==> src/verilog/otpfc_pkg.sv <==
package otpfc_pkg;

  // ---------------------------------------------------------------
  // Register map (byte offsets, APB, one word each)
  // ---------------------------------------------------------------
  localparam logic [7:0] OTPFC_WIPER_OFF = 8'h00;
  localparam logic [7:0] OTPFC_CTRL_OFF = 8'h04;
  localparam logic [7:0] OTPFC_STATUS_OFF = 8'h08;
  localparam logic [7:0] OTPFC_IRQ_STAT_OFF = 8'h0C;
  localparam logic [7:0] OTPFC_IRQ_EN_OFF = 8'h10;
  localparam logic [7:0] OTPFC_IRQ_CLR_OFF = 8'h14;
  localparam logic [7:0] OTPFC_TAP_OFF = 8'h18;

  // ---------------------------------------------------------------
  // Fields and values
  // ---------------------------------------------------------------
  localparam int OTPFC_CODE_W = 6;
  localparam int OTPFC_TAPS = 64;
  localparam logic [5:0] OTPFC_MIDSCALE = 6'h20;
  localparam int OTPFC_TRIG_BIT = 0;
  localparam int OTPFC_BUSY_BIT = 2;
  localparam int OTPFC_LOCK_BIT = 3;
  localparam int OTPFC_ADSEL_BIT = 4;
  localparam logic [1:0] OTPFC_VAL_READY = 2'h0;
  localparam logic [1:0] OTPFC_VAL_TESTFAIL = 2'h1;
  localparam logic [1:0] OTPFC_VAL_FATAL = 2'h2;
  localparam logic [1:0] OTPFC_VAL_OK = 2'h3;

  // Interrupt event bits
  localparam int OTPFC_EV_DONE = 0;
  localparam int OTPFC_EV_FAIL = 1;
  localparam int OTPFC_EV_REFUSED = 2;
  localparam int OTPFC_EV_W = 3;

  // Programming clock divider: one fuse step per 1 us at 20 MHz
  localparam int OTPFC_CLK_HZ = 20000000;
  localparam int OTPFC_STEP_NS = 1000;
  localparam int OTPFC_STEP_CYC = OTPFC_STEP_NS / (1000000000 / OTPFC_CLK_HZ);

  typedef enum logic [2:0] {
    OTPFC_IDLE = 3'b000,
    OTPFC_TEST = 3'b001,
    OTPFC_DATA = 3'b010,
    OTPFC_VERIFY = 3'b011,
    OTPFC_LOCK = 3'b100,
    OTPFC_HALT = 3'b101
  } otpfc_state_t;

endpackage

==> src/verilog/otpfc_ctrl.sv <==
`timescale 1ns/10ps
module otpfc_ctrl import otpfc_pkg::*; #(
  parameter int STEP_CYC = OTPFC_STEP_CYC
) (
  // Clock and reset
  input wire logic pclk,
  input wire logic presetn,
  // APB slave
  input wire logic psel,
  input wire logic penable,
  input wire logic pwrite,
  input wire logic [7:0] paddr,
  input wire logic [31:0] pwdata,
  output logic [31:0] prdata,
  output logic pready,
  output logic pslverr,
  // Fuse array (one-hot blow strobes, sensed levels)
  input wire logic [7:0] fuse_sense,
  output logic [7:0] fuse_blow,
  // Pins
  input wire logic bus_address_select,
  output logic [OTPFC_TAPS-1:0] tap_select,
  output logic validation_status_high,
  output logic validation_status_low,
  output logic irq
);

  // ---------------------------------------------------------------
  // Fuse indices: bit 0 test, bits 6:1 data, bit 7 lock
  // ---------------------------------------------------------------
  localparam int FUSE_TEST = 0;
  localparam int FUSE_DATA0 = 1;
  localparam int FUSE_LOCK = 7;
  localparam logic [2:0] LAST_DATA = 3'h5;
  localparam logic [OTPFC_TAPS-1:0] MID_TAP = {{(OTPFC_TAPS-1){1'b0}}, 1'b1} << OTPFC_MIDSCALE;
  // Power-on load sequence
  localparam logic [1:0] BOOT_WAIT = 2'h0;
  localparam logic [1:0] BOOT_LOAD = 2'h1;
  localparam logic [1:0] BOOT_DONE = 2'h2;

  function automatic logic [OTPFC_TAPS-1:0] tap_decode(input logic [5:0] code);
    tap_decode = '0;
    tap_decode[code] = 1'b1;
  endfunction

  logic [5:0] wiper_code_latch;
  logic [1:0] vstat;
  logic [1:0] boot;
  otpfc_state_t state;
  logic [15:0] div_cnt;
  logic step;
  logic [2:0] bit_idx;
  logic [OTPFC_EV_W-1:0] irq_stat;
  logic [OTPFC_EV_W-1:0] irq_en;
  logic [OTPFC_EV_W-1:0] ev;
  logic wr_en;
  logic rd_en;
  logic trig_wr;
  logic locked;
  logic busy;
  logic trig_go;
  logic [OTPFC_CODE_W-1:0] fuse_code;
  logic code_bad;
  logic test_bad;
  logic verify_bad;
  logic refuse_trig;
  logic [31:0] next_prdata;
  logic next_slverr;

  // Writes land only at the access edge, with pready high
  assign wr_en = psel && penable && pwrite && pready;
  assign rd_en = psel && !penable && !pwrite;
  assign trig_wr = wr_en && paddr == OTPFC_CTRL_OFF && pwdata[OTPFC_TRIG_BIT];
  assign locked = fuse_sense[FUSE_LOCK];
  assign busy = state != OTPFC_IDLE && state != OTPFC_HALT;
  assign fuse_code = fuse_sense[FUSE_DATA0 +: OTPFC_CODE_W];
  // Trigger is taken only from an unlocked, idle, booted part
  assign trig_go = trig_wr && state == OTPFC_IDLE && boot == BOOT_DONE && !locked &&
    vstat == OTPFC_VAL_READY;
  assign code_bad = fuse_code != wiper_code_latch;
  assign test_bad = state == OTPFC_TEST && step && !fuse_sense[FUSE_TEST];
  assign verify_bad = state == OTPFC_VERIFY && step && code_bad;
  // Refusal also flags a retry after a halt, which the host must avoid
  assign refuse_trig = trig_wr && !trig_go;

  // ---------------------------------------------------------------
  // Power-on load of wiper
  // ---------------------------------------------------------------
  // Fuse sense is only trusted one cycle after reset release
  always_ff @(posedge pclk or negedge presetn) begin
    if (!presetn) begin
      boot <= BOOT_WAIT;
    end else if (boot != BOOT_DONE) begin
      boot <= boot + 2'h1;
    end
  end

  always_ff @(posedge pclk or negedge presetn) begin
    if (!presetn) begin
      wiper_code_latch <= OTPFC_MIDSCALE;
    end else if (boot == BOOT_LOAD) begin
      // Lock outranks the bus: a programmed part never drifts
      if (locked) begin
        wiper_code_latch <= fuse_code;
      end
    end else if (wr_en && paddr == OTPFC_WIPER_OFF && !busy && !locked) begin
      wiper_code_latch <= pwdata[OTPFC_CODE_W-1:0];
    end
  end

  always_ff @(posedge pclk or negedge presetn) begin
    if (!presetn) begin
      // Midscale shows at once, before the boot load settles
      tap_select <= MID_TAP;
    end else begin
      tap_select <= tap_decode(wiper_code_latch);
    end
  end

  // ---------------------------------------------------------------
  // Programming step clock
  // ---------------------------------------------------------------
  // Divider runs only while sequencing, standing for the gated OTP clock
  // Limitation: a STEP_CYC of one gives a step every cycle
  always_ff @(posedge pclk or negedge presetn) begin
    if (!presetn) begin
      div_cnt <= '0;
      step <= 1'b0;
    end else if (!busy) begin
      div_cnt <= '0;
      step <= 1'b0;
    end else if (div_cnt == 16'(STEP_CYC - 1)) begin
      div_cnt <= '0;
      step <= 1'b1;
    end else begin
      div_cnt <= div_cnt + 16'h1;
      step <= 1'b0;
    end
  end

  // ---------------------------------------------------------------
  // Fuse sequencer
  // ---------------------------------------------------------------
  always_ff @(posedge pclk or negedge presetn) begin
    if (!presetn) begin
      state <= OTPFC_IDLE;
      bit_idx <= '0;
    end else begin
      case (state)
        OTPFC_IDLE: begin
          if (trig_go) begin
            state <= OTPFC_TEST;
          end
        end
        OTPFC_TEST: begin
          // Sense settles one cycle after the pulse, inside the first step
          if (step) begin
            if (!fuse_sense[FUSE_TEST]) begin
              state <= OTPFC_HALT;
            end else begin
              state <= OTPFC_DATA;
              bit_idx <= '0;
            end
          end
        end
        OTPFC_DATA: begin
          if (step) begin
            if (bit_idx == LAST_DATA) begin
              state <= OTPFC_VERIFY;
            end else begin
              bit_idx <= bit_idx + 3'h1;
            end
          end
        end
        OTPFC_VERIFY: begin
          if (step) begin
            if (code_bad) begin
              state <= OTPFC_HALT;
            end else begin
              state <= OTPFC_LOCK;
            end
          end
        end
        OTPFC_LOCK: begin
          if (step) begin
            state <= OTPFC_HALT;
          end
        end
        // Halt is terminal until the next power-on
        OTPFC_HALT: state <= OTPFC_HALT;
        default: state <= OTPFC_IDLE;
      endcase
    end
  end

  // ---------------------------------------------------------------
  // Fuse blow strobes
  // ---------------------------------------------------------------
  // Single-cycle pulses; a held strobe would keep stressing the cell
  always_ff @(posedge pclk or negedge presetn) begin
    if (!presetn) begin
      fuse_blow <= '0;
    end else begin
      fuse_blow <= '0;
      if (trig_go) begin
        fuse_blow[FUSE_TEST] <= 1'b1;
      end else if (state == OTPFC_DATA && step) begin
        // Only ones are blown; unblown fuse reads zero
        fuse_blow[FUSE_DATA0 + int'(bit_idx)] <= wiper_code_latch[bit_idx];
      end else if (state == OTPFC_VERIFY && step && !code_bad) begin
        fuse_blow[FUSE_LOCK] <= 1'b1;
      end
    end
  end

  // ---------------------------------------------------------------
  // Validation status
  // ---------------------------------------------------------------
  // Boot load and a live sequence never meet: trigger waits for boot
  always_ff @(posedge pclk or negedge presetn) begin
    if (!presetn) begin
      vstat <= OTPFC_VAL_READY;
    end else if (boot == BOOT_LOAD && locked) begin
      vstat <= OTPFC_VAL_OK;
    end else if (test_bad) begin
      vstat <= OTPFC_VAL_TESTFAIL;
    end else if (state == OTPFC_VERIFY && step) begin
      if (code_bad) begin
        vstat <= OTPFC_VAL_FATAL;
      end else begin
        vstat <= OTPFC_VAL_OK;
      end
    end
  end

  always_ff @(posedge pclk or negedge presetn) begin
    if (!presetn) begin
      validation_status_high <= 1'b0;
      validation_status_low <= 1'b0;
    end else begin
      validation_status_high <= vstat[1];
      validation_status_low <= vstat[0];
    end
  end

  // ---------------------------------------------------------------
  // Interrupts
  // ---------------------------------------------------------------
  // Events are single-cycle strobes into sticky bits
  always_comb begin
    ev = '0;
    ev[OTPFC_EV_DONE] = state == OTPFC_LOCK && step;
    ev[OTPFC_EV_FAIL] = test_bad || verify_bad;
    ev[OTPFC_EV_REFUSED] = refuse_trig;
  end

  always_ff @(posedge pclk or negedge presetn) begin
    if (!presetn) begin
      irq_stat <= '0;
    end else begin
      // Set wins over a clear in the same cycle
      if (wr_en && paddr == OTPFC_IRQ_CLR_OFF) begin
        irq_stat <= (irq_stat & ~pwdata[OTPFC_EV_W-1:0]) | ev;
      end else begin
        irq_stat <= irq_stat | ev;
      end
    end
  end

  always_ff @(posedge pclk or negedge presetn) begin
    if (!presetn) begin
      irq_en <= '0;
    end else if (wr_en && paddr == OTPFC_IRQ_EN_OFF) begin
      irq_en <= pwdata[OTPFC_EV_W-1:0];
    end
  end

  always_ff @(posedge pclk or negedge presetn) begin
    if (!presetn) begin
      irq <= 1'b0;
    end else begin
      // Level, one cycle behind the sticky bits
      irq <= |(irq_stat & irq_en);
    end
  end

  // ---------------------------------------------------------------
  // APB slave: no wait states, read data registered in setup
  // ---------------------------------------------------------------
  always_comb begin
    next_prdata = '0;
    next_slverr = 1'b0;
    case (paddr)
      OTPFC_WIPER_OFF: next_prdata[OTPFC_CODE_W-1:0] = wiper_code_latch;
      OTPFC_CTRL_OFF: next_prdata = '0;
      OTPFC_STATUS_OFF: begin
        next_prdata[1:0] = vstat;
        next_prdata[OTPFC_BUSY_BIT] = busy;
        next_prdata[OTPFC_LOCK_BIT] = locked;
        // Strap pin read live; it never changes in use
        next_prdata[OTPFC_ADSEL_BIT] = bus_address_select;
      end
      OTPFC_IRQ_STAT_OFF: next_prdata[OTPFC_EV_W-1:0] = irq_stat;
      OTPFC_IRQ_EN_OFF: next_prdata[OTPFC_EV_W-1:0] = irq_en;
      OTPFC_IRQ_CLR_OFF: next_prdata = '0;
      OTPFC_TAP_OFF: next_prdata[OTPFC_CODE_W-1:0] = wiper_code_latch;
      default: next_slverr = 1'b1;
    endcase
  end

  always_ff @(posedge pclk or negedge presetn) begin
    if (!presetn) begin
      pready <= 1'b0;
      pslverr <= 1'b0;
      prdata <= '0;
    end else if (psel && !penable) begin
      pready <= 1'b1;
      pslverr <= next_slverr;
      // Read data then holds until the next transfer
      prdata <= rd_en ? next_prdata : 32'h0000_0000;
    end else begin
      pready <= 1'b0;
      pslverr <= 1'b0;
    end
  end

endmodule

==> config.mk <==
export PLATFORM = sky130hd
export DESIGN_NAME = otpfc_ctrl
export DESIGN_NICKNAME = d
export VERILOG_FILES = /design/src/verilog/otpfc_pkg.sv /design/src/verilog/otpfc_ctrl.sv
export SDC_FILE = /design/constraint.sdc
export NUM_CORES = 1
export LEC_CHECK = 0
export BUFFER_PORTS_ARGS = -buffer_cell sky130_fd_sc_hd__buf_4
export CAP_MARGIN = 20
export CORE_ASPECT_RATIO = 2
export CORE_UTILIZATION = 30
export DETAILED_ROUTE_END_ITERATION = 10
export GPL_TIMING_DRIVEN = 0
export SLEW_MARGIN = 5
export SYNTH_ARGS = -nofsm -noshare
export SYNTH_HDL_FRONTEND = slang
export SYNTH_SLANG_ARGS = --single-unit
==> constraint.sdc <==
create_clock -name pclk -period 2.1 [get_ports pclk]
set_clock_uncertainty 0.1 [all_clocks]
set_input_delay 0.21 -clock pclk [delete_from_list [all_inputs] [get_ports pclk]]
set_output_delay 0.21 -clock pclk [all_outputs]
set_load 0.05 [all_outputs]
==> metrics.log, run 1 <==
[metrics] number of input and output port buffers inserted: between 100 and 150
[metrics] wire length per cell: 16.36 um
[metrics] vias per cell: about 4.7
[metrics] total power divided by cell area: 837.0 mW/mm^2
[metrics] Clock Latency Late Sink: 0.42 ns
[metrics] starting DRC count in detailed routing: 168
[metrics] critical path type: flip-flop to flip-flop
[metrics] wire length reported by the detailed router: 14280 um
[metrics] final hold viol count: 0
[metrics] fill cell total of the finished layout: 1667
[metrics] Die Height: roughly 190 um
[metrics] number of DRC violations after detailed routing: 0
[metrics] antenna violations before repair: 0
[metrics] maximum resistive drop on vdd: 0.0004320 V
[metrics] maximum clock insertion buffer count: 2
[metrics] total of flip-flops plus latches after synthesis: between 100 and 150
[metrics] total CTS buffers: 17
[metrics] H-Tree Level Count: 4
[metrics] Root Driver: sky130_fd_sc_hd__clkbuf_16
[metrics] Detailed Routing Iterations Pass 1: 4
[metrics] Crit path required time: 2.29 ns
[metrics] number of placement rows: 68
[metrics] TritonCTS sink count: 122
[metrics] Unique masters post-synth: between 50 and 60
[metrics] PnR Total Power: 0.005948 W
[metrics] vias in the first global route: 4404
[metrics] cell area after layout: 0.007106 mm^2
[metrics] final critical-path required period: 2.026 ns
[metrics] Post-DP Area: about 0.0064 mm^2
[metrics] crit end category: flip-flop
[metrics] Critical Path, Cell by Cell: inv_1 -> ha_1 -> nor4b_2 -> nand2_1 -> nor3_4 -> nor3_1
[metrics] FFs w/ async S/R, synth: 100.0%
[metrics] area of the core region: 0.01719 mm^2
[metrics] status: finished, final reports clean
[metrics] hold crit path type: input pin to flip-flop
[metrics] global-route wire length before repair: 22050 um
[metrics] post-synthesis average cell area: 10.71 um^2
[metrics] combined global-route utilization of all metal layers: 16.60%
[metrics] area growth from synthesis to layout: 35.63%
[metrics] I/O pin cnt: between 150 and 200
[metrics] Die Footprint: 0.01803 mm^2
[metrics] achievable clock frequency: between 400 and 500 MHz
[metrics] Ant. Diodes: 0
[metrics] number of flops mapped to enable cells by yosys: 0
[metrics] Leak Pwr: 3.404 nW
[metrics] Worst Max-Slew Pin Slew: 0.5808 ns
[metrics] final antenna-violating net count: 0
[metrics] category of cells accounting for the largest share of critical-path delay: simple AND/OR/NAND/NOR gates
[metrics] Post-Place Worst Slack: -0.4040 ns
[metrics] final count of negative-setup-slack endpoints: 0
[metrics] worst hold slack: between 0.05 and 0.06 ns
[metrics] Worst Path Max Fanout: 4
[metrics] post-synth design cell area: 0.005239 mm^2
[metrics] Final Max Slew Viols: 0
[metrics] number of warnings printed during yosys synthesis: 0
[metrics] final HPWL from detailed placement: 10890 um
[metrics] die width: 95.44 um
[metrics] sequential area share after synthesis: 58.32%
[metrics] RSZ-0062 raised after global routing: no
[metrics] Most used DFF post-synth: sky130_fd_sc_hd__dfrtp_1
[metrics] Cells after Synth: 489
[metrics] Final GP Congestion: 0.7874
[metrics] kind of launch point of the worst setup path: flip-flop
[metrics] ratio of cells with drive above 1 in the final layout: 30.17%
[metrics] Initial Utilization: approximately 30%
[metrics] remaining global-route overflow: 0
[metrics] Slowest cell on crit path: sky130_fd_sc_hd__dfrtp_1
[metrics] Worst slew margin: 60.92%
[metrics] Critical Path AT: 2.21 ns
[metrics] maximum capacitance violations: 0
[metrics] detailed-route via count: about 4100
[metrics] maximum cell stage delay along the critical path: roughly 0.4 ns
[metrics] biggest area consumer among synthesized cells: sky130_fd_sc_hd__dfrtp_1
[metrics] largest net degree at the start of global routing: 100
[metrics] Final nets: between 700 and 800
[metrics] cell types with the largest area share after synthesis: sky130_fd_sc_hd__dfrtp_1 57%, sky130_fd_sc_hd__nor2_1 7.5%, sky130_fd_sc_hd__buf_4 3.7%, sky130_fd_sc_hd__xnor2_1 2.5%, sky130_fd_sc_hd__xor2_1 1.7%
[metrics] Bufs and invs on worst path: 1
[metrics] area share of the largest cell type after synthesis: 57.32%
[metrics] final setup margin: 0.07418 ns
[metrics] CTS clk-pin slew, worst paths: 0.05 ns
[metrics] period utilisation layout: 96.47%
[metrics] clock tree from TritonCTS: built
flip-flops by register name (all words and copies together), names as in the netlist:
signal,count
bit_idx,3
boot,2
div_cnt,16
fuse_blow,8
irq,1
irq_en,3
irq_stat,3
prdata,6
pready,1
pslverr,1
state,3
step,1
tap_select,64
validation_status_high,1
validation_status_low,1
vstat,2
wiper_code_latch,6
worst register-to-register path, stage by stage (launching register included):
cell,delay (ns)
sky130_fd_sc_hd__dfrtp_1,0.40
sky130_fd_sc_hd__inv_1,0.08
sky130_fd_sc_hd__ha_1,0.22
sky130_fd_sc_hd__nor4b_2,0.39
sky130_fd_sc_hd__nand2_1,0.29
sky130_fd_sc_hd__nor3_4,0.33
sky130_fd_sc_hd__nor3_1,0.09
report_power, final:
part           leakage, nW  internal [W]  total [W]  switching, W
registers             1.65       0.00241    0.00245     0.0000423
logic                 1.49      0.000242   0.000770      0.000528
clock network        0.271       0.00167    0.00272       0.00105
total                 3.40       0.00432    0.00595       0.00162
worst paths after layout:
kind	startpoint	to	slack, ns	cells past startpoint
max	boot[0]$_DFFE_PN0P_	fuse_blow[2]$_DFF_PN0_	0.07	6
min	pwrite	prdata[4]$_DFFE_PN0P_	0.06	3
max reg2reg	boot[0]$_DFFE_PN0P_	fuse_blow[2]$_DFF_PN0_	0.07	6
min reg2reg	div_cnt[0]$_DFF_PN0_	div_cnt[0]$_DFF_PN0_	0.36	1
max in group asynchronous	presetn	tap_select[32]$_DFF_PN1_	1.02	3
min in group asynchronous	presetn	div_cnt[6]$_DFF_PN0_	0.11	2
cell usage in the layout, fill, tap and decap left out, types with 3 or more instances in the layout:
cell type,count
sky130_fd_sc_hd__buf_4,135
sky130_fd_sc_hd__dfrtp_1,120
sky130_fd_sc_hd__nor2_1,105
sky130_fd_sc_hd__conb_1,26
sky130_fd_sc_hd__nand2_1,23
sky130_fd_sc_hd__clkbuf_16,17
sky130_fd_sc_hd__clkbuf_1,16
sky130_fd_sc_hd__xnor2_1,15
sky130_fd_sc_hd__nor3_1,12
sky130_fd_sc_hd__nand3_1,12
sky130_fd_sc_hd__inv_1,12
sky130_fd_sc_hd__xor2_1,10
sky130_fd_sc_hd__nor4_1,8
sky130_fd_sc_hd__nand4_1,8
sky130_fd_sc_hd__nand3b_1,7
sky130_fd_sc_hd__dlygate4sd3_1,7
sky130_fd_sc_hd__o21ai_0,6
sky130_fd_sc_hd__or2_2,6
sky130_fd_sc_hd__o221a_1,6
sky130_fd_sc_hd__clkinv_2,6
sky130_fd_sc_hd__nand2b_1,5
sky130_fd_sc_hd__ha_1,5
sky130_fd_sc_hd__or3_1,4
sky130_fd_sc_hd__or3b_2,4
sky130_fd_sc_hd__a21oi_1,4
sky130_fd_sc_hd__clkbuf_2,3
sky130_fd_sc_hd__nor4b_1,3
sky130_fd_sc_hd__buf_2,3
sky130_fd_sc_hd__mux2i_1,3
sky130_fd_sc_hd__or4_1,3
sky130_fd_sc_hd__nand4b_1,3
sky130_fd_sc_hd__o22ai_1,3
sky130_fd_sc_hd__nor2b_1,3
sky130_fd_sc_hd__o31a_1,3
sky130_fd_sc_hd__mux2_1,3
sky130_fd_sc_hd__o31ai_1,3
sky130_fd_sc_hd__clkinvlp_4,3
kinds of logic (layout without fill, tap and decap cells):
group / count (synthesis) / count (layout) / share of synthesized area, %
DFF: 122 / 122 / 58.32
other: 1 / 26 / 0.07158
buffers and inverters: 61 / 210 / 6.305
muxes: 9 / 9 / 2.078
and+or+nand+nor: 219 / 219 / 20.90
AOI/OAI and AO/OA: 47 / 47 / 6.950
xor gates and xnor gates: 25 / 25 / 4.180
adders and majority gates: 5 / 5 / 1.194
what timing repair did:
action / 4_1_cts / 5_1_grt
gates resized for setup: 5 / 6
buffers inserted: 0 / 1
hold buffers: 7 / 0
pin swaps: 0 / 1
endpoints found under the setup margin: 17 / 15
hold endpoints to repair: 127 / 0
through the flow:
step	TNS [ns]	cells	util [%]
floorplan	0	514	-
global placement	-2.034	833	37.32
detailed placement	-2.307	834	37.50
CTS	0	872	41.23
global route	0	873	41.34
finish	0	873	41.34
final cells by class:
cell class                      instances  area (um^2)  share of cell area (%)
Sequential cell                       122         3055                   43.00
Multi-Input combinational cell        331         1973                   27.77
Timing Repair Buffer                  118        927.1                   13.05
Clock buffer                           19        452.9                   6.374
Buffer                                 49        289.0                   4.068
Tap cell                              210        262.8                   3.698
Clock inverter                         12        100.1                   1.409
Inverter                               12        45.04                  0.6339
per-layer routing:
metal,vias to the layer above,share of wire [%],track usage (%)
li1,1938,-,-
met3,41,5.2,4.578
met4,0,5.3,11.54
met1,1993,32,13.59
met2,153,58,31.98
met5,-,0,0
cells in the mapped netlist, types with 3 or more instances:
cell type / instances
sky130_fd_sc_hd__or3_1: 4
sky130_fd_sc_hd__xor2_1: 10
sky130_fd_sc_hd__nand3_1: 12
sky130_fd_sc_hd__buf_4: 26
sky130_fd_sc_hd__clkbuf_1: 19
sky130_fd_sc_hd__ha_1: 5
sky130_fd_sc_hd__nor4b_1: 4
sky130_fd_sc_hd__o22ai_1: 3
sky130_fd_sc_hd__or2_2: 6
sky130_fd_sc_hd__o31a_1: 3
sky130_fd_sc_hd__a21oi_1: 4
sky130_fd_sc_hd__o21ai_0: 7
sky130_fd_sc_hd__inv_1: 12
sky130_fd_sc_hd__mux2_1: 3
sky130_fd_sc_hd__nor4_1: 8
sky130_fd_sc_hd__xnor2_1: 15
sky130_fd_sc_hd__mux2i_1: 3
sky130_fd_sc_hd__nand2b_1: 5
sky130_fd_sc_hd__or4_1: 3
sky130_fd_sc_hd__nor2b_1: 3
sky130_fd_sc_hd__nand3b_1: 7
sky130_fd_sc_hd__buf_2: 3
sky130_fd_sc_hd__nor3_1: 13
sky130_fd_sc_hd__nand4_1: 8
sky130_fd_sc_hd__nand4b_1: 3
sky130_fd_sc_hd__or3b_2: 4
sky130_fd_sc_hd__nand2_1: 23
sky130_fd_sc_hd__o221a_1: 6
sky130_fd_sc_hd__nor2_1: 105
sky130_fd_sc_hd__o31ai_1: 3
sky130_fd_sc_hd__dfrtp_1: 120
sky130_fd_sc_hd__nor3b_1: 3
Note: power is estimated with default switching activity, not from simulation.
==> run 2: changes to the inputs <==
- BUFFER_PORTS_ARGS: -buffer_cell sky130_fd_sc_hd__buf_4 -> not set
- DONT_BUFFER_PORTS: not set -> 1
- SLEW_MARGIN: 5 -> not set
- clock period: 2.1 -> 1.67 ns (I/O delays scaled with it)
==> run 2 against run 1 <==
Against the previous run:
- the flow now finishes with violations (negative hold slack, negative setup slack)
- sequential share of layout area up 1.2 points
- die area unchanged
- global-route usage up 0.15 points
- combinational power up 18%
- core utilization down 1.1 points
- fmax up 13%
- highest routed layer unchanged
- critical path depth unchanged
- non-clock buffer count down 90
- clock power up 60%
==> metrics.log, run 2 (same netlist as run 1, synthesis figures left out) <==
[metrics] Final GP Congestion: 0.8346 (was 0.7874)
[metrics] Slowest cell on crit path: sky130_fd_sc_hd__dfrtp_1 (unchanged)
[metrics] Ant. Diodes: 0 (unchanged)
[metrics] final count of negative-setup-slack endpoints: 20 (was 0)
[metrics] failing checks: negative hold slack, negative setup slack
[metrics] Root Driver: sky130_fd_sc_hd__clkbuf_16 (unchanged)
[metrics] status: complete, but fails checks (was finished, final reports clean)
[metrics] CTS clk-pin slew, worst paths: 0.06 ns (was 0.05 ns)
[metrics] remaining global-route overflow: 0 (unchanged)
[metrics] global-route wire length before repair: 21870 um (was 22050 um)
[metrics] met1 layer usage reported by global route: 15.13% (was 13.59%)
[metrics] final critical-path required period: 1.791 ns (was 2.026 ns)
[metrics] category of cells accounting for the largest share of critical-path delay: simple AND/OR/NAND/NOR gates (unchanged)
[metrics] Final Max Slew Viols: 0 (unchanged)
[metrics] starting DRC count in detailed routing: 199 (was 168)
[metrics] vias in the first global route: 3853 (was 4404)
[metrics] vias per cell: 4.981 (was 4.725)
[metrics] final hold viol count: 122 (was 0)
[metrics] RSZ-0062 raised after global routing: yes (was no)
[metrics] final antenna-violating net count: 0 (unchanged)
[metrics] antenna violations before repair: 0 (unchanged)
[metrics] Detailed Routing Iterations Pass 1: 4 (unchanged)
[metrics] ratio of cells with drive above 1 in the final layout: 27.18% (was 30.17%)
[metrics] area of the core region: 0.01719 mm^2 (unchanged)
[metrics] Worst Path Max Fanout: 4 (unchanged)
[metrics] H-Tree Level Count: 4 (unchanged)
[metrics] final HPWL from detailed placement: 10120 um (was 10890 um)
[metrics] met2 Resource Use GR: 31.43% (was 31.98%)
[metrics] maximum resistive drop on vdd: 0.0007824 V (was 0.0004320 V)
[metrics] number of DRC violations after detailed routing: 0 (unchanged)
[metrics] critical path type: flip-flop to flip-flop (unchanged)
[metrics] most common cell after layout, fill and taps aside: sky130_fd_sc_hd__dfrtp_1 (was sky130_fd_sc_hd__buf_4)
[metrics] die width: 95.44 um (unchanged)
[metrics] maximum clock insertion buffer count: 2 (unchanged)
[metrics] kind of launch point of the worst setup path: flip-flop (unchanged)
[metrics] I/O pin cnt: 163 (unchanged)
[metrics] area growth from synthesis to layout: 32.15% (was 35.63%)
[metrics] maximum capacitance violations: 0 (unchanged)
[metrics] total power divided by cell area: 1220 mW/mm^2 (was 837.0 mW/mm^2)
[metrics] achievable clock frequency: 558.2 MHz (was 493.6 MHz)
[metrics] Initial Utilization: 30.48% (unchanged)
[metrics] cell area after layout: 0.006923 mm^2 (was 0.007106 mm^2)
[metrics] maximum cell stage delay along the critical path: 0.40 ns (about the same)
[metrics] Die Height: 188.9 um (unchanged)
[metrics] Clock Latency Late Sink: 0.42 ns (about the same)
[metrics] largest registers: tap_select: 64 flops, div_cnt: 16 flops, fuse_blow: 8 flops (unchanged)
[metrics] largest net degree at the start of global routing: 123 (was 100)
[metrics] hold crit path type: input pin to asynchronous set/reset pin (was input pin to flip-flop)
[metrics] commonest cells after routing, fill and taps aside: 115 x sky130_fd_sc_hd__dfrtp_1, 102 x sky130_fd_sc_hd__nor2_1, 40 x sky130_fd_sc_hd__buf_4, 26 x sky130_fd_sc_hd__conb_1, 22 x sky130_fd_sc_hd__nand2_1 (was 135 x sky130_fd_sc_hd__buf_4, 120 x sky130_fd_sc_hd__dfrtp_1, 105 x sky130_fd_sc_hd__nor2_1, 26 x sky130_fd_sc_hd__conb_1, 23 x sky130_fd_sc_hd__nand2_1)
[metrics] final setup margin: -0.1213 ns (was 0.07418 ns)
[metrics] clock tree from TritonCTS: built (unchanged)
[metrics] wire length per cell: 18.63 um (was 16.36 um)
[metrics] Bufs and invs on worst path: 1 (unchanged)
[metrics] Post-DP Area: 0.005625 mm^2 (was 0.006445 mm^2)
[metrics] Die Footprint: 0.01803 mm^2 (unchanged)
[metrics] total CTS buffers: 17 (unchanged)
[metrics] number of input and output port buffers inserted: 0 (was 109)
[metrics] Final nets: 620 (was 710)
[metrics] period utilisation layout: 107.3% (was 96.47%)
[metrics] flip-flop count of the largest register after layout: 64 (unchanged)
[metrics] number of placement rows: 68 (unchanged)
[metrics] worst hold slack: -0.6594 ns (was 0.05835 ns)
[metrics] global routing's busiest layer: met2 (unchanged)
[metrics] Leak Pwr: 3.071 nW (was 3.404 nW)
[metrics] GR Util met3: 4.819% (was 4.578%)
[metrics] Post-Place Worst Slack: -0.5581 ns (was -0.4040 ns)
[metrics] Critical Path AT: 2.00 ns (was 2.21 ns)
[metrics] combined global-route utilization of all metal layers: 16.75% (was 16.60%)
[metrics] Biggest register: tap_select (unchanged)
[metrics] TritonCTS sink count: 122 (unchanged)
[metrics] crit end category: flip-flop (unchanged)
[metrics] Worst slew margin: 65.52% (was 60.92%)
[metrics] wire length reported by the detailed router: 14600 um (was 14280 um)
[metrics] Crit path required time: 1.88 ns (was 2.29 ns)
[metrics] detailed-route via count: 3905 (was 4125)
[metrics] Worst Max-Slew Pin Slew: 0.5172 ns (was 0.5808 ns)
[metrics] Critical Path, Cell by Cell: inv_1 -> ha_2 -> nor4b_4 -> a221oi_1 -> and2_1 -> a31o_2 (was inv_1 -> ha_1 -> nor4b_2 -> nand2_1 -> nor3_4 -> nor3_1)
-- run 2: cell count changes in the layout (fill, tap and decap cells not counted), sizes merged --
cell | before | now
buf | 141 | 47
dlygate4sd3 | 7 | 19
clkbuf | 38 | 29
bufinv | 1 | 7
clkinv | 7 | 4
clkinvlp | 3 | 2
-- run 2: cell type report --
class                   instances  area (um^2)
inverters                      12        45.04
repair buffers                 34        306.5
multi-input cells             331         2233
clock inverters                14        269.0
fillers                      1637        10260
plain buffers                  43        315.3
clock buffers                  18        429.2
flip-flops and latches        122         3062
well taps                     210        262.8
-- run 2: final timing paths --
| kind | startpoint | endpoint | slack (ns) | cells after the start |
|---|---|---|---|---|
| hold / removal | presetn | bit_idx[2]$_DFFE_PN0P_ | -0.66 | 0 |
| setup / recovery | boot[0]$_DFFE_PN0P_ | state[0]$_DFFE_PN0P_ | -0.12 | 6 |
| setup reg to reg | boot[0]$_DFFE_PN0P_ | state[0]$_DFFE_PN0P_ | -0.12 | 6 |
| min in group pclk | paddr[2] | wiper_code_latch[1]$_DFFE_PN0P_ | 0.01 | 3 |
| hold reg to reg | div_cnt[0]$_DFF_PN0_ | div_cnt[0]$_DFF_PN0_ | 0.40 | 1 |
| max in group asynchronous | presetn | tap_select[32]$_DFF_PN1_ | 1.90 | 0 |
-- run 2: power breakdown --
part           leakage, nW  switching [W]  internal (W)
sequential            1.64       0.000163       0.00304
clock                0.331        0.00138       0.00296
combinational         1.10       0.000545      0.000360
-- run 2: worst register-to-register path, stage by stage (launching register included) --
cell and delay, ns:
sky130_fd_sc_hd__dfrtp_1 0.40, sky130_fd_sc_hd__inv_1 0.07, sky130_fd_sc_hd__ha_2 0.21, sky130_fd_sc_hd__nor4b_4 0.30, sky130_fd_sc_hd__a221oi_1 0.19, sky130_fd_sc_hd__and2_1 0.20
sky130_fd_sc_hd__a31o_2 0.21
-- run 2: per-layer routing --
| layer | wire (um) | part of all wire, % |
|---|---|---|
| met1 | 4868 | 33 |
| met2 | 8272 | 57 |
| met3 | 837 | 5.7 |
| met4 | 625 | 4.3 |
| met5 | 0 | 0 |
-- run 2: timing repair --
item	CTS	global route
endpoints found under the hold margin	145	123
pin swaps	12	10
gates cloned	0	0
setup buffers	12	3
gates resized for setup	48	29
hold buffers	18	1
setup endpoints to repair	106	52
-- run 2: stage by stage --
step | hold slack [ns] | util [%] | TNS (ns) | power (W) | cells
floorplan | -0.2286 | - | -1.195 | 0.003771 | 514
global placement | -0.2198 | 32.73 | -18.08 | 0.003906 | 724
detailed placement | -0.2208 | 32.73 | -22.03 | 0.003925 | 724
CTS | -0.6637 | 39.40 | -1.307 | 0.008400 | 781
global route | -0.6749 | 40.28 | -2.461 | 0.008699 | 784
finish | -0.6594 | 40.28 | -1.335 | 0.008445 | 784
==> run 3: changes to the inputs <==
- CORE_MARGIN: not set -> 4
- RECOVER_POWER: not set -> 25
==> run 3 against run 2 <==
Against the previous run:
- sequential cell count unchanged
- non-clock buffer count grew 9
- highest routed layer unchanged
- combinational power is 0.6% lower
- fmax increased by 2.1%
- clock power decreased by 16%
- the run still ends with negative hold slack, negative setup slack left
- critical endpoint unchanged
- core utilization fell by 0.23 points
==> metrics.log, run 3 (same netlist as run 1, synthesis figures left out) <==
[metrics] status: complete, but fails checks (unchanged)
[metrics] failing checks: negative hold slack, negative setup slack (unchanged)
[metrics] Final nets: 629 (was 620)
[metrics] Biggest register: tap_select (unchanged)
[metrics] Bufs and invs on worst path: 0 (was 1)
[metrics] achievable clock frequency: 570.2 MHz (was 558.2 MHz)
[metrics] most common cell after layout, fill and taps aside: sky130_fd_sc_hd__dfrtp_1 (unchanged)
[metrics] register-to-register setup slack: -0.08 ns (was -0.12 ns)
[metrics] crit end category: flip-flop (unchanged)
[metrics] number of placement rows: 68 (unchanged)
[metrics] worst hold slack: -0.6494 ns (was -0.6594 ns)
[metrics] cell area after layout: 0.006884 mm^2 (was 0.006923 mm^2)
[metrics] Crit path required time: 1.92 ns (was 1.88 ns)
[metrics] final HPWL from detailed placement: 10330 um (was 10120 um)
[metrics] Ant. Diodes: 0 (unchanged)
[metrics] total CTS buffers: 17 (unchanged)
[metrics] area growth from synthesis to layout: 31.41% (was 32.15%)
[metrics] Critical Path AT: 2.01 ns (was 2.00 ns)
[metrics] Worst Max-Slew Pin Slew: 0.5173 ns (was 0.5172 ns)
[metrics] number of hold buffers added after CTS: 19 (was 18)
[metrics] placed instance count: 724 (unchanged)
[metrics] final critical-path required period: 1.754 ns (was 1.791 ns)
[metrics] RR Endpoint: state[0]$_DFFE_PN0P_ (unchanged)
[metrics] hold crit path type: input pin to asynchronous set/reset pin (unchanged)
[metrics] ratio of cells with drive above 1 in the final layout: 27.96% (was 27.18%)
[metrics] period utilisation layout: 105.0% (was 107.3%)
[metrics] TritonCTS sink count: 122 (unchanged)
[metrics] Final Max Slew Viols: 0 (unchanged)
[metrics] starting DRC count in detailed routing: 196 (was 199)
[metrics] critical path type: flip-flop to flip-flop (unchanged)
[metrics] flip-flop count of the largest register after layout: 64 (unchanged)
[metrics] global-route wire length before repair: 22140 um (was 21870 um)
[metrics] largest net degree at the start of global routing: 123 (unchanged)
[metrics] kind of launch point of the worst setup path: flip-flop (unchanged)
[metrics] wire length per cell: 18.14 um (was 18.63 um)
[metrics] maximum capacitance violations: 0 (unchanged)
[metrics] Worst Path Max Fanout: 3 (was 4)
[metrics] largest registers: tap_select: 64 flops, div_cnt: 16 flops, fuse_blow: 8 flops (unchanged)
[metrics] Worst slew margin: 65.41% (was 65.52%)
[metrics] maximum cell stage delay along the critical path: 0.60 ns (was 0.40 ns)
[metrics] commonest cells after routing, fill and taps aside: 116 x sky130_fd_sc_hd__dfrtp_1, 103 x sky130_fd_sc_hd__nor2_1, 46 x sky130_fd_sc_hd__buf_4, 26 x sky130_fd_sc_hd__conb_1, 22 x sky130_fd_sc_hd__nand2_1 (was 115 x sky130_fd_sc_hd__dfrtp_1, 102 x sky130_fd_sc_hd__nor2_1, 40 x sky130_fd_sc_hd__buf_4, 26 x sky130_fd_sc_hd__conb_1, 22 x sky130_fd_sc_hd__nand2_1)
[metrics] core occupancy in the finished layout: 40.06% (was 40.28%)
[metrics] logic depth of the worst register-to-register path: 4 (was 6)
[metrics] final count of negative-setup-slack endpoints: 19 (was 20)
[metrics] Initial Utilization: 30.48% (unchanged)
[metrics] total power divided by cell area: 1126 mW/mm^2 (was 1220 mW/mm^2)
[metrics] final hold viol count: 123 (was 122)
[metrics] final std cells w/o fill: 793 (was 784)
[metrics] die width: 101.4 um (was 95.44 um)
[metrics] final antenna-violating net count: 0 (unchanged)
[metrics] combined global-route utilization of all metal layers: 15.02% (was 16.75%)
[metrics] Leak Pwr: 3.070 nW (was 3.071 nW)
[metrics] Clock Latency Late Sink: 0.41 ns (was 0.42 ns)
[metrics] detailed-route via count: 3870 (was 3905)
[metrics] Post-DP Area: 0.005625 mm^2 (unchanged)
[metrics] remaining global-route overflow: 0 (unchanged)
[metrics] logic gate share of total power: 11.6% (was 10.7%)
[metrics] I/O pin cnt: 163 (unchanged)
[metrics] sequential cell fraction of total power: 41.2% (was 37.9%)
[metrics] Die Footprint: 0.01977 mm^2 (was 0.01803 mm^2)
[metrics] internal power summed over all cells: 0.005748 W (was 0.006356 W)
[metrics] number of DRC violations after detailed routing: 0 (unchanged)
[metrics] H-Tree Level Count: 4 (unchanged)
[metrics] cell depth of the worst setup path: 4 (was 6)
[metrics] clock tree from TritonCTS: built (unchanged)
[metrics] Die Height: 194.9 um (was 188.9 um)
[metrics] Critical Path, Cell by Cell: nand4b_1 -> or4_4 -> a21oi_2 -> a31o_2 (was inv_1 -> ha_2 -> nor4b_4 -> a221oi_1 -> and2_1 -> a31o_2)
[metrics] Post-Place Worst Slack: -0.5555 ns (was -0.5581 ns)
[metrics] proportion of power drawn by the clock network: 47.2% (was 51.4%)
[metrics] Slowest cell on crit path: sky130_fd_sc_hd__or4_4 (was sky130_fd_sc_hd__dfrtp_1)
[metrics] Detailed Routing Iterations Pass 1: 4 (unchanged)
[metrics] power dissipated by switching net loads: 0.002004 W (was 0.002089 W)
[metrics] Root Driver: sky130_fd_sc_hd__clkbuf_16 (unchanged)
[metrics] RSZ-0062 raised after global routing: yes (unchanged)
[metrics] final setup margin: -0.08375 ns (was -0.1213 ns)
[metrics] vias per cell: 4.880 (was 4.981)
[metrics] CTS clk-pin slew, worst paths: 0.06 ns (about the same)
[metrics] r2r startpoint: pready$_DFF_PN0_ (was boot[0]$_DFFE_PN0P_)
[metrics] vias in the first global route: 4014 (was 3853)
[metrics] maximum resistive drop on vdd: 0.0005241 V (was 0.0007824 V)
[metrics] antenna violations before repair: 0 (unchanged)
[metrics] area of the core region: 0.01719 mm^2 (unchanged)
[metrics] Final GP Congestion: 0.8975 (was 0.8346)
[metrics] category of cells accounting for the largest share of critical-path delay: simple AND/OR/NAND/NOR gates (unchanged)
[metrics] wire length reported by the detailed router: 14380 um (was 14600 um)
[metrics] maximum clock insertion buffer count: 2 (unchanged)
[metrics] proportion of total power due to net switching: 25.85% (was 24.73%)
[metrics] number of input and output port buffers inserted: 0 (unchanged)
run 3: area by class of cell:
| class | count | area, um^2 |
|---|---|---|
| plain buffers | 44 | 321.6 |
| clock buffers | 22 | 484.2 |
| clock inverters | 10 | 116.4 |
| fillers | 1586 | 10300 |
| inverters | 12 | 45.04 |
| multi-input cells | 331 | 2220 |
| flip-flops and latches | 122 | 3060 |
| well taps | 210 | 262.8 |
| repair buffers | 42 | 374.1 |
run 3: repair_timing:
| action | CTS | global route |
|---|---|---|
| setup buffers | 14 | 9 |
| setup endpoints to repair | 96 | 50 |
| cloned | 0 | 0 |
| gates resized for setup | 60 | 18 |
| pin swaps | 20 | 11 |
| endpoints found under the hold margin | 144 | 122 |
run 3: layer usage:
layer / global-route usage, % / up-vias / part of all wire, %
met5: 0 / - / 0
met4: 8.974 / 0 / 5.3
met3: 4.454 / 48 / 6.1
met2: 27.92 / 165 / 56
met1: 13.70 / 1877 / 33
li1: - / 1780 / -
run 3: stage by stage:
step | TNS [ns] | power [W]
after global routing | -2.133 | 0.008045
final | -0.6578 | 0.007752
after floorplan | -1.195 | 0.003771
after CTS | -1.134 | 0.007747
after detailed placement | -17.57 | 0.003917
after global placement | -15.75 | 0.003906
run 3: worst max-delay path by stage:
stage	slack, ns	end	startpoint
after global routing	-0.15	irq_stat[1]$_DFF_PN0_	pready$_DFF_PN0_
after CTS	-0.11	state[0]$_DFFE_PN0P_	pready$_DFF_PN0_
after global placement	-0.55	fuse_blow[2]$_DFF_PN0_	boot[0]$_DFFE_PN0P_
after detailed placement	-0.56	fuse_blow[2]$_DFF_PN0_	boot[0]$_DFFE_PN0P_
final	-0.08	state[0]$_DFFE_PN0P_	pready$_DFF_PN0_
after floorplan	-0.13	irq_stat[1]$_DFF_PN0_	paddr[1]
run 3: power groups by stage:
stage               Sequential (W)  Combinational, W  Clock (W)
global placement           0.00322          0.000690          0
global route               0.00321          0.000963    0.00388
CTS                        0.00319          0.000852    0.00370
floorplan                  0.00320          0.000568          0
finish                     0.00320          0.000900    0.00366
detailed placement         0.00322          0.000698          0
run 3: worst reg2reg max path, delay by kind of cell, from the launching register on:
family | cells | cell delay (ns)
and+or+nand+nor | 2 | 0.75
DFF | 1 | 0.55
AOI/OAI and AO/OA | 2 | 0.30
